$ cat src/logic/aon_wake_map.svh
// register offsets, field positions, reset values and timing counts of the wake block
`ifndef AON_WAKE_MAP_SVH
`define AON_WAKE_MAP_SVH
// ****************************************
// register offsets
// ****************************************
`define WAKE_CFG_OFFSET     8'h00
`define AON_CMD_OFFSET      8'h02
// ****************************************
// wake configuration fields
// ****************************************
`define WCFG_LOAD_ID_BIT    3
`define WCFG_RESTORE_BIT    6
`define WCFG_LONG_PRE_BIT   7
`define WCFG_KEEP_SLEEP_BIT 8
`define WCFG_MICROCODE_BIT  11
`define WCFG_TRIM_BIT       12
`define WCFG_WRITABLE_MASK  16'h19CB
`define WCFG_RESET          16'h0000
// ****************************************
// command fields and trim memory address
// ****************************************
`define CMD_RESTORE_BIT     0
`define CMD_SAVE_BIT        1
`define CMD_UPLOAD_BIT      2
`define CMD_DREAD_BIT       3
`define CMD_DENAB_BIT       7
`define CMD_WRITABLE_MASK   8'h8F
`define CMD_RESET           8'h00
`define TRIM_OTP_ADDR       5'h04
// ****************************************
// timing
// ****************************************
`define ACTION_CYCLES       4'h4
`endif

$ cat src/logic/aon_wake_pkg.sv
// types of the always-on wake configuration block
package aon_wake_pkg;
  // wake sequencer states, one-hot
  typedef enum logic [5:0] {
    ST_IDLE    = 6'h01,
    ST_RESTORE = 6'h02,
    ST_ID      = 6'h04,
    ST_TRIM    = 6'h08,
    ST_UCODE   = 6'h10,
    ST_FINISH  = 6'h20
  } wake_state_t;
endpackage

$ cat src/logic/action_timer.sv
// small down counter that times one wake action
`timescale 1ns/1ps
`include "aon_wake_map.svh"
module action_timer
(
  // clock and reset
  input  wire logic clock_i,
  input  wire logic rst_i,
  // control
  input  wire logic start_i,
  output logic      done_o
);
  logic [3:0] count_q;
  logic [3:0] count_d;
  logic       done_d;
  logic       done_q;

  // load on start, count to zero, pulse done
  always_comb
  begin
    count_d = count_q;
    done_d  = 1'b0;
    if (start_i)
      count_d = `ACTION_CYCLES;
    else if (count_q != 4'h0)
    begin
      count_d = count_q - 4'h1;
      done_d  = (count_q == 4'h1);
    end
  end

  always_ff @(posedge clock_i or posedge rst_i)
  begin
    if (rst_i)
    begin
      count_q <= 4'h0;
      done_q  <= 1'b0;
    end
    else
    begin
      count_q <= count_d;
      done_q  <= done_d;
    end
  end

  assign done_o = done_q;
endmodule

$ cat src/logic/aon_wake_ctrl.sv
// always-on wake configuration registers and wake action sequencer
`timescale 1ns/1ps
`include "aon_wake_map.svh"
module aon_wake_ctrl
(
  // clock and reset
  input  wire logic        clock_i,
  input  wire logic        rst_i,
  // register access
  input  wire logic        reg_wr_i,
  input  wire logic        reg_rd_i,
  input  wire logic [7:0]  reg_addr_i,
  input  wire logic [15:0] reg_wdata_i,
  output logic [15:0]      reg_rdata_o,
  output logic             reg_busy_o,
  // wake events
  input  wire logic        wake_i,
  // always-on memory requests
  output logic             cfg_restore_o,
  output logic             cfg_default_o,
  output logic             cfg_save_o,
  output logic             cfg_upload_o,
  output logic             direct_read_o,
  output logic             direct_access_enable_o,
  // one-time memory loads
  output logic             id_load_o,
  output logic             trim_load_o,
  output logic [4:0]       otp_addr_o,
  output logic             microcode_copy_o,
  // operating controls
  output logic             long_preamble_parameter_set_o,
  output logic             clear_auto_sleep_o
);
  logic [15:0] wcfg_q, wcfg_d;
  logic [7:0]  cmd_q, cmd_d;
  aon_wake_pkg::wake_state_t state_q, state_d;
  logic [15:0] rdata_d;
  logic        busy_d, restore_d, default_d, save_d, upload_d, dread_d;
  logic        cmd_restore_d;
  logic        id_d, trim_d, ucode_d, lpre_d, clrsleep_d;
  logic [4:0]  otp_addr_d;
  logic        start;
  logic        done;
  logic        is_idle;

  // paces each wake action
  action_timer u_timer
  (
    .clock_i (clock_i),
    .rst_i   (rst_i),
    .start_i (start),
    .done_o  (done)
  );

  assign is_idle = (state_q == aon_wake_pkg::ST_IDLE);

  // ****************************************
  // wake sequencer
  // ****************************************
  always_comb
  begin
    state_d    = state_q;
    start      = 1'b0;
    restore_d  = 1'b0;
    default_d  = 1'b0;
    id_d       = 1'b0;
    trim_d     = 1'b0;
    ucode_d    = 1'b0;
    clrsleep_d = 1'b0;
    otp_addr_d = 5'h00;
    unique case (state_q)
      aon_wake_pkg::ST_IDLE:
        if (wake_i)
        begin
          state_d = aon_wake_pkg::ST_RESTORE;
          start   = 1'b1;
          restore_d = wcfg_q[`WCFG_RESTORE_BIT];
          default_d = ~wcfg_q[`WCFG_RESTORE_BIT];
          clrsleep_d = ~wcfg_q[`WCFG_KEEP_SLEEP_BIT];
        end
      aon_wake_pkg::ST_RESTORE:
        if (done)
        begin
          state_d = aon_wake_pkg::ST_ID;
          start   = 1'b1;
          id_d = wcfg_q[`WCFG_LOAD_ID_BIT];
        end
      aon_wake_pkg::ST_ID:
        if (done)
        begin
          state_d = aon_wake_pkg::ST_TRIM;
          start   = 1'b1;
          trim_d     = wcfg_q[`WCFG_TRIM_BIT];
          otp_addr_d = wcfg_q[`WCFG_TRIM_BIT] ? `TRIM_OTP_ADDR : 5'h00;
        end
      aon_wake_pkg::ST_TRIM:
        if (done)
        begin
          state_d = aon_wake_pkg::ST_UCODE;
          start   = 1'b1;
          ucode_d = wcfg_q[`WCFG_MICROCODE_BIT];
        end
      aon_wake_pkg::ST_UCODE:
        if (done)
          state_d = aon_wake_pkg::ST_FINISH;
      aon_wake_pkg::ST_FINISH:
        state_d = aon_wake_pkg::ST_IDLE;
      default:
        state_d = aon_wake_pkg::ST_IDLE;
    endcase
  end

  // ****************************************
  // registers and commands
  // ****************************************
  always_comb
  begin
    wcfg_d   = wcfg_q;
    cmd_d    = cmd_q;
    save_d   = 1'b0;
    upload_d = 1'b0;
    dread_d  = 1'b0;
    // command restore kept apart from the wake restore, one driver each
    cmd_restore_d = 1'b0;
    rdata_d  = 16'h0000;
    busy_d = ~(state_d == aon_wake_pkg::ST_IDLE);
    if (is_idle && !wake_i)
    begin
      if (cmd_q[`CMD_RESTORE_BIT])
      begin
        cmd_restore_d = 1'b1;
        cmd_d[`CMD_RESTORE_BIT] = 1'b0;
      end
      if (cmd_q[`CMD_SAVE_BIT])
      begin
        save_d   = 1'b1;
        upload_d = 1'b1;
        cmd_d[`CMD_SAVE_BIT] = 1'b0;
      end
      // upload stays set while idle and not waking, until host clears it
      upload_d = upload_d | cmd_q[`CMD_UPLOAD_BIT];
      if (cmd_q[`CMD_DREAD_BIT] && cmd_q[`CMD_DENAB_BIT])
      begin
        dread_d = 1'b1;
        cmd_d[`CMD_DREAD_BIT] = 1'b0;
      end
      if (reg_wr_i && reg_addr_i == `WAKE_CFG_OFFSET)
        wcfg_d = reg_wdata_i & `WCFG_WRITABLE_MASK;
      if (reg_wr_i && reg_addr_i == `AON_CMD_OFFSET)
        cmd_d = reg_wdata_i[7:0] & `CMD_WRITABLE_MASK;
      if (reg_rd_i && reg_addr_i == `WAKE_CFG_OFFSET)
        rdata_d = wcfg_q;
      else if (reg_rd_i && reg_addr_i == `AON_CMD_OFFSET)
        rdata_d = {8'h00, cmd_q};
    end
    lpre_d = wcfg_q[`WCFG_LONG_PRE_BIT];
  end

  always_ff @(posedge clock_i or posedge rst_i)
  begin
    if (rst_i)
    begin
      state_q                       <= aon_wake_pkg::ST_IDLE;
      wcfg_q                        <= `WCFG_RESET;
      cmd_q                         <= `CMD_RESET;
      reg_rdata_o                   <= 16'h0000;
      reg_busy_o                    <= 1'b0;
      cfg_restore_o                 <= 1'b0;
      cfg_default_o                 <= 1'b0;
      cfg_save_o                    <= 1'b0;
      cfg_upload_o                  <= 1'b0;
      direct_read_o                 <= 1'b0;
      direct_access_enable_o        <= 1'b0;
      id_load_o                     <= 1'b0;
      trim_load_o                   <= 1'b0;
      otp_addr_o                    <= 5'h00;
      microcode_copy_o              <= 1'b0;
      long_preamble_parameter_set_o <= 1'b0;
      clear_auto_sleep_o            <= 1'b0;
    end
    else
    begin
      state_q                       <= state_d;
      wcfg_q                        <= wcfg_d;
      cmd_q                         <= cmd_d;
      reg_rdata_o                   <= rdata_d;
      reg_busy_o                    <= busy_d;
      cfg_restore_o                 <= restore_d | cmd_restore_d;
      cfg_default_o                 <= default_d;
      cfg_save_o                    <= save_d;
      cfg_upload_o                  <= upload_d;
      direct_read_o                 <= dread_d;
      direct_access_enable_o        <= cmd_d[`CMD_DENAB_BIT];
      id_load_o                     <= id_d;
      trim_load_o                   <= trim_d;
      otp_addr_o                    <= otp_addr_d;
      microcode_copy_o              <= ucode_d;
      long_preamble_parameter_set_o <= lpre_d;
      clear_auto_sleep_o            <= clrsleep_d;
    end
  end
endmodule

$ cat config.mk
export PLATFORM = sky130hd
export DESIGN_NAME = aon_wake_ctrl
export DESIGN_NICKNAME = d
export VERILOG_FILES = /design/src/logic/aon_wake_pkg.sv /design/src/logic/action_timer.sv /design/src/logic/aon_wake_ctrl.sv
export VERILOG_INCLUDE_DIRS = /design/src /design/src/logic
export SDC_FILE = /design/constraint.sdc
export NUM_CORES = 1
export LEC_CHECK = 0
export ABC_AREA = 1
export BUFFER_PORTS_ARGS = -buffer_cell sky130_fd_sc_hd__buf_2
export CAP_MARGIN = 15
export CORE_MARGIN = 4
export CORE_UTILIZATION = 46
export CTS_BUF_LIST = sky130_fd_sc_hd__clkbuf_16
export DETAILED_ROUTE_END_ITERATION = 8
export PLACE_DENSITY = 0.71
export SYNTH_ARGS = -nofsm -noshare
export SYNTH_HDL_FRONTEND = slang
export SYNTH_SLANG_ARGS = --single-unit
$ cat constraint.sdc
create_clock -name clock_i -period 3.2 [get_ports clock_i]
set_clock_uncertainty 0.15 [all_clocks]
set_input_delay 0.64 -clock clock_i [delete_from_list [all_inputs] [get_ports clock_i]]
set_output_delay 0.64 -clock clock_i [all_outputs]
set_load 0.03 [all_outputs]
==> flow_summary.toml, run 1 <==
[timing]
tns_ns = 0
rsz0062_at_grt = "no"
hold_viol = 0
min_period_over_period_pct = 56.8
worst_slack_ns = 1.38
worst_slew_pin_slew_ns = 0.971
fmax_mhz = 551
slew_headroom_pct = 35.2
drv_slew = 0
fin_crit_ns = 1.82
setup_violations = 0

[setup_path]
crit_path_end_kind = "flip-flop"
max_stage_delay_ns = 0.54
crit_type = "flip-flop to flip-flop"
crit_chain = "inv_1 > nor2_4 > nand4_4 > inv_4 > nand2_1 > o21ai_0"
critical_path_arrival_ns = 1.86
worstRegToRegCells = 6
crit_fanout = 19
worstPathRequired_ns = 3.24
crit_slowest_cell = "dfstp_2"
setup.worst_path.start_class = "flip-flop"

[drt]
drtPass1Iterations = 4
drc = 0
routed_wl_mm = 3.84
wl_per_cell_um = 11.9
vias = 1541
antenna_left = 0
drt_iter0_drc = 118
via_per_inst = 4.77

[placed_design]
dp.cells = 315
gp_congestion = 0.918
dpl.hpwl_mm = 2.77
io_buffers = 43
post-place-ws_ns = 1.29

[final_layout]
fin_util_pct = 57.7
area_delta_synth_final_pct = 17.8
multi_input_area_um2 = 719
antenna_cells = 0
num-fill-cells = 370
final-seq-area_um2 = 1100
drive_gt1_share_pct = 23.1
final_cells = 323
nets = 303

[synthesis]
postSynthAreaPerCell_um2 = 9.00
synth-warning-count = 0
mappedNetlistArea_um2 = 2020
ys_ff_latch = 44
synthCells = 224
synthDistinctLibCells = 28
yosysSeqAreaShare_pct = 54.7

[power]
power.total_w = 0.00156
pwr-share-comb_pct = 26.1
ir_worst_vdd_mv = 0.230
seq_power_share_pct = 42.7
swShare_pct = 34.1
leakagePower_nw = 1.31
p_switching_w = 0.000532
powerDensity_nw_per_um2 = 658
p_clk_share_pct = 31.2
p_int_w = 0.00103

[floorplanning]
rows = 23
coreArea_um2 = 4120
die_w_um = 74.2
design.die.area_um2 = 5500
die_y_um = 74.2
initial_utilization_pct = 49.0
pin_count = 62

[clocking]
clk_latency_ns = 0.28
clockRootBuffer = "clkbuf_16"
htreeDepth = 2
cts-resized-gates = 0
cts.clk_slew.worst_paths_ns = 0.06
cts_tree = "done"
clock_path_buffers = 2
cts_hold_buffers = 0
numCtsBuffers = 5
post_cts_buffers = 0
clock_sinks = 44

[hold_path]
whs_path_depth = 0
hp-class = "flip-flop to flip-flop"

[global_routing]
gr-total-overflow = 0
antenna_found_initial = 0
grt_pass1_vias = 1499
grt_use_total_pct = 15.5
grt_max_degree = 28
grt_pass1_wl_mm = 6.42

[run_status]
status = "finished, final reports clean"

[flow_run]
maxCapViolCount = 0
-- sequential cells by signal, summed over array words and instances (netlist names), 4 cells and up --
name,cells
state_q,6
u_timer.count_q,4
reg_rdata_o,9
wcfg_q,8
cmd_q,5
-- synthesized netlist by cell type (all sizes together) --
library cell / n / share of area (%)
dfrtp: 43 / 53
nand2: 41 / 7.6
inv: 31 / 5.9
nor2: 31 / 7.0
nand3: 23 / 5.7
o21ai: 18 / 4.5
buf: 14 / 5.6
nor3: 5 / 2.0
a21oi: 4 / 0.99
nand4: 3 / 1.7
ha: 2 / 1.2
and3: 1 / 0.31
conb: 1 / 0.19
dfstp: 1 / 1.3
mux2i: 1 / 0.50
nand3b: 1 / 0.37
nor3b: 1 / 0.62
o22ai: 1 / 0.31
o31ai: 1 / 0.37
xor2: 1 / 0.43
-- cell usage in the layout (no fill, tap or decap) --
cell / netlist / final
a21oi_1: 4 / 4
and3_1: 1 / 1
buf_2: 0 / 43
buf_4: 12 / 2
clkbuf_16: 0 / 5
clkinv_1: 0 / 1
clkinvlp_4: 0 / 1
conb_1: 1 / 11
dfrtp_1: 43 / 43
dfstp_2: 1 / 1
ha_1: 2 / 2
inv_1: 29 / 30
inv_2: 1 / 1
inv_4: 1 / 1
mux2i_1: 1 / 1
nand2_1: 41 / 41
nand3_1: 23 / 23
nand3b_1: 1 / 1
nand4_1: 2 / 2
nand4_4: 1 / 1
nor2_1: 27 / 27
nor2_2: 1 / 1
nor2_4: 3 / 3
nor3_1: 2 / 2
nor3_2: 3 / 3
nor3b_2: 1 / 1
o21ai_0: 16 / 16
o21ai_1: 2 / 2
o22ai_1: 1 / 1
o31ai_1: 1 / 1
xor2_1: 1 / 1
-- final timing paths --
kind | start | endpoint | slack, ns
worst min-delay path | wcfg_q[7] | long_preamble_parameter_set_o | 0.28
worst max register to register | state_q[0] | reg_rdata_o[0] | 1.38
min in group asynchronous | rst_i | long_preamble_parameter_set_o | 0.42
worst min register to register | wcfg_q[7] | long_preamble_parameter_set_o | 0.28
worst max-delay path | state_q[0] | reg_rdata_o[0] | 1.38
max in group asynchronous | rst_i | state_q[2] | 1.71
-- kinds of logic after synthesis --
kind of cell | after synthesis | share of synthesized area, %
AOI/OAI and AO/OA | 24 | 6.15
xor gates and xnor gates | 1 | 0.435
adders and majority gates | 2 | 1.24
buffers and inverters | 45 | 11.5
DFF | 44 | 54.7
muxes | 1 | 0.497
other | 1 | 0.186
and+or+nand+nor | 106 | 25.3
-- area by class of cell --
cell class,instances,share of cell area (%)
repair buffers,45,9.70
multi-input cells,145,30.3
clock inverters,3,0.633
flip-flops and latches,44,46.4
clock buffers,5,5.27
inverters,31,5.01
well taps,50,2.64
-- worst max-delay path, delay by kind of cell (launching register included) --
kind	cells	cell delay (ns)
buffers and inverters	2	0.36
flip-flops	1	0.54
AO/OA/AOI/OAI	1	0.18
AND/OR/NAND/NOR	3	0.50
-- per-layer routing --
metal / global-route usage, % / share of wire (%) / up-vias
met5: 0 / 0 / -
met2: 26.3 / 50 / 49
met3: 4.59 / 7.1 / 0
li1: - / - / 784
met4: 5.84 / 0 / 0
met1: 18.8 / 43 / 708
-- stage by stage --
stage	hold slack, ns	instance area, µm²
3_3_place_gp	0.252	2230
4_1_cts	0.281	2370
2_1_floorplan	0.221	2050
5_1_grt	0.298	2370
3_5_place_dp	0.270	2230
6_report	0.281	2370
-- power by group through the flow --
stage	clock network (W)	logic [W]	registers, W
floorplan	0	0.000302	0.000711
global placement	0	0.000402	0.000672
detailed placement	0	0.000411	0.000675
CTS	0.000493	0.000412	0.000666
global route	0.000517	0.000473	0.000675
finish	0.000487	0.000408	0.000667
(Power assumes the default switching activity.)
==> run 2, diff against run 1 <==
PLACE_DENSITY = 0.74   (was 0.71)
clock period = 1.6 ns   (was 3.2 ns; I/O delays follow)
==> run 2 against run 1 <==
- the flow now finishes with violations (negative setup slack)
- cell count grew 3.7%
- first-iteration DRC count decreased by 30%
- worst hold slack worse by 0.18 ns
- largest cell class unchanged
==> flow_summary.toml, run 2 (synthesized netlist as in run 1, its figures left out) <==
[run_status]
status = "finished, violations left"
violations = "negative setup slack"

[floorplanning]
initial_utilization_pct = 49.0
pin_count = 62
rows = 23
die_y_um = 74.2
die_w_um = 74.2
coreArea_um2 = 4120
design.die.area_um2 = 5500

[timing]
fin_crit_ns = 1.63
rsz0062_at_grt = "yes"
holdWs_ns = 0.0990
min_period_over_period_pct = 102
worst_slack_ns = -0.0336
hold_viol = 0
setup_violations = 3
slew_headroom_pct = 66.4
worst_slew_pin_slew_ns = 0.503
fmax_mhz = 612
drv_slew = 0

[clocking]
clock_path_buffers = 2
numCtsBuffers = 5
clock_sinks = 44
htreeDepth = 2
clockRootBuffer = "clkbuf_16"
cts.clk_slew.worst_paths_ns = 0.06
cts_tree = "done"
clk_latency_ns = 0.28

[global_routing]
gr-total-overflow = 0
antenna_found_initial = 0
grt_use_total_pct = 16.9
grt_pass1_wl_mm = 6.85
grt_max_degree = 26
grt_pass1_vias = 1601

[placed_design]
dpl.hpwl_mm = 3.03
io_buffers = 43
dp.cells = 324
dpl_cell_area_um2 = 2330
gp_congestion = 0.872
post-place-ws_ns = -0.00167

[final_layout]
top_register = "reg_rdata_o"
postLayoutCellArea_um2 = 2580
final_cell_mix = "dfrtp_1 (43), buf_2 (43), nand2_1 (40)"
final_cells = 335
largest_reg_flops = 9
drive_gt1_share_pct = 30.2
antenna_cells = 0
num-fill-cells = 334
reg.largest.list = "reg_rdata_o: 9 flops, wcfg_q: 8 flops, state_q: 6 flops"
area_delta_synth_final_pct = 28.0
nets = 315
fin_util_pct = 62.7

[power]
leakagePower_nw = 1.39
powerDensity_nw_per_um2 = 1360
ir_worst_vdd_mv = 0.693

[setup_path]
max_stage_delay_ns = 0.55
cp.depth = 6
crit_chain = "inv_2 > nor2_4 > nand4_4 > buf_6 > buf_6 > nor3b_4"
critPathTopFamily = "flip-flops"
critical_path_arrival_ns = 1.69
setup.worst_path.start_class = "flip-flop"
worstPathRequired_ns = 1.65
worstRegToRegCells = 6
crit_fanout = 8
crit_slowest_cell = "dfstp_2"
cp_common_cell = "buf_6"
crit_path_end_kind = "flip-flop"
worst-path-buf-inv = 3
crit_type = "flip-flop to flip-flop"

[drt]
drt_iter0_drc = 83
via_per_inst = 4.93
drc = 0
routed_wl_mm = 4.27
wl_per_cell_um = 12.8
vias = 1651
antenna_left = 0
drtPass1Iterations = 4

[hold_path]
hp-class = "input pin to flip-flop"
whs_path_depth = 3

[flow_run]
maxCapViolCount = 0
-- run 2: cell types whose count changed in the layout (fill, tap and decap cells not counted), sizes merged --
| cell | delta |
|---|---|
| bufinv | +1 |
| buf | +11 |
| clkinv | +1 |
| clkinvlp | -1 |
| inv | -1 |
| dlygate4sd3 | +1 |
-- run 2: metal layers --
metal  share of wire [%]  track usage (%)  routed length [µm]  vias to the layer above
met3                 5.7             2.84                 244                        9
met2                  53             30.5                2270                       54
met1                  39             18.9                1670                      777
met5                   0                0                   0                        -
met4                 2.0             9.05                  87                        0
li1                    -                -                   -                      811
-- run 2: cell type report --
class | count | area, µm² | share of cell area [%]
timing repair buffer | 57 | 355 | 13.8
clock buffer | 5 | 125 | 4.85
clock inverter | 3 | 42.5 | 1.65
tap | 50 | 62.6 | 2.42
sequential | 44 | 1100 | 42.7
inverter | 31 | 121 | 4.70
multi-input combinational | 145 | 771 | 29.9
-- run 2: stage by stage --
stage | setup TNS [ns] | power [W]
CTS | 0 | 0.00345
global route | -0.610 | 0.00371
floorplan | 0 | 0.00203
detailed placement | -0.00167 | 0.00229
finish | -0.0490 | 0.00350
global placement | 0 | 0.00226
-- run 2: final timing paths --
check	startpoint	end	slack [ns]
worst min-delay path	reg_wdata_i[2]	cmd_q[2]	0.1
max in group asynchronous	rst_i	long_preamble_parameter_set_o	0.32
min in group asynchronous	rst_i	state_q[2]	0.46
worst max register to register	state_q[0]	direct_read_o	-0.03
worst max-delay path	state_q[0]	direct_read_o	-0.03
worst min register to register	wcfg_q[7]	long_preamble_parameter_set_o	0.27
-- run 2: repair_timing --
item                       4_1_cts  5_1_grt
hold buffers                     1        0
setup endpoints to repair        7       20
pin swaps                        0       14
setup buffers                    1        1
gates resized for setup          1       21
hold endpoints to repair         9        0
-- run 2: worst reg2reg max path, stage by stage (launching register included) --
cell	delay, ns
dfstp_2	0.55
inv_2	0.05
nor2_4	0.13
nand4_4	0.21
buf_6	0.20
buf_6	0.11
nor3b_4	0.17
-- run 2: where the power goes --
group	internal, W	switching, W
registers	0.00125	0.0000826
logic	0.000383	0.000651
clock network	0.000733	0.000402
total	0.00237	0.00114
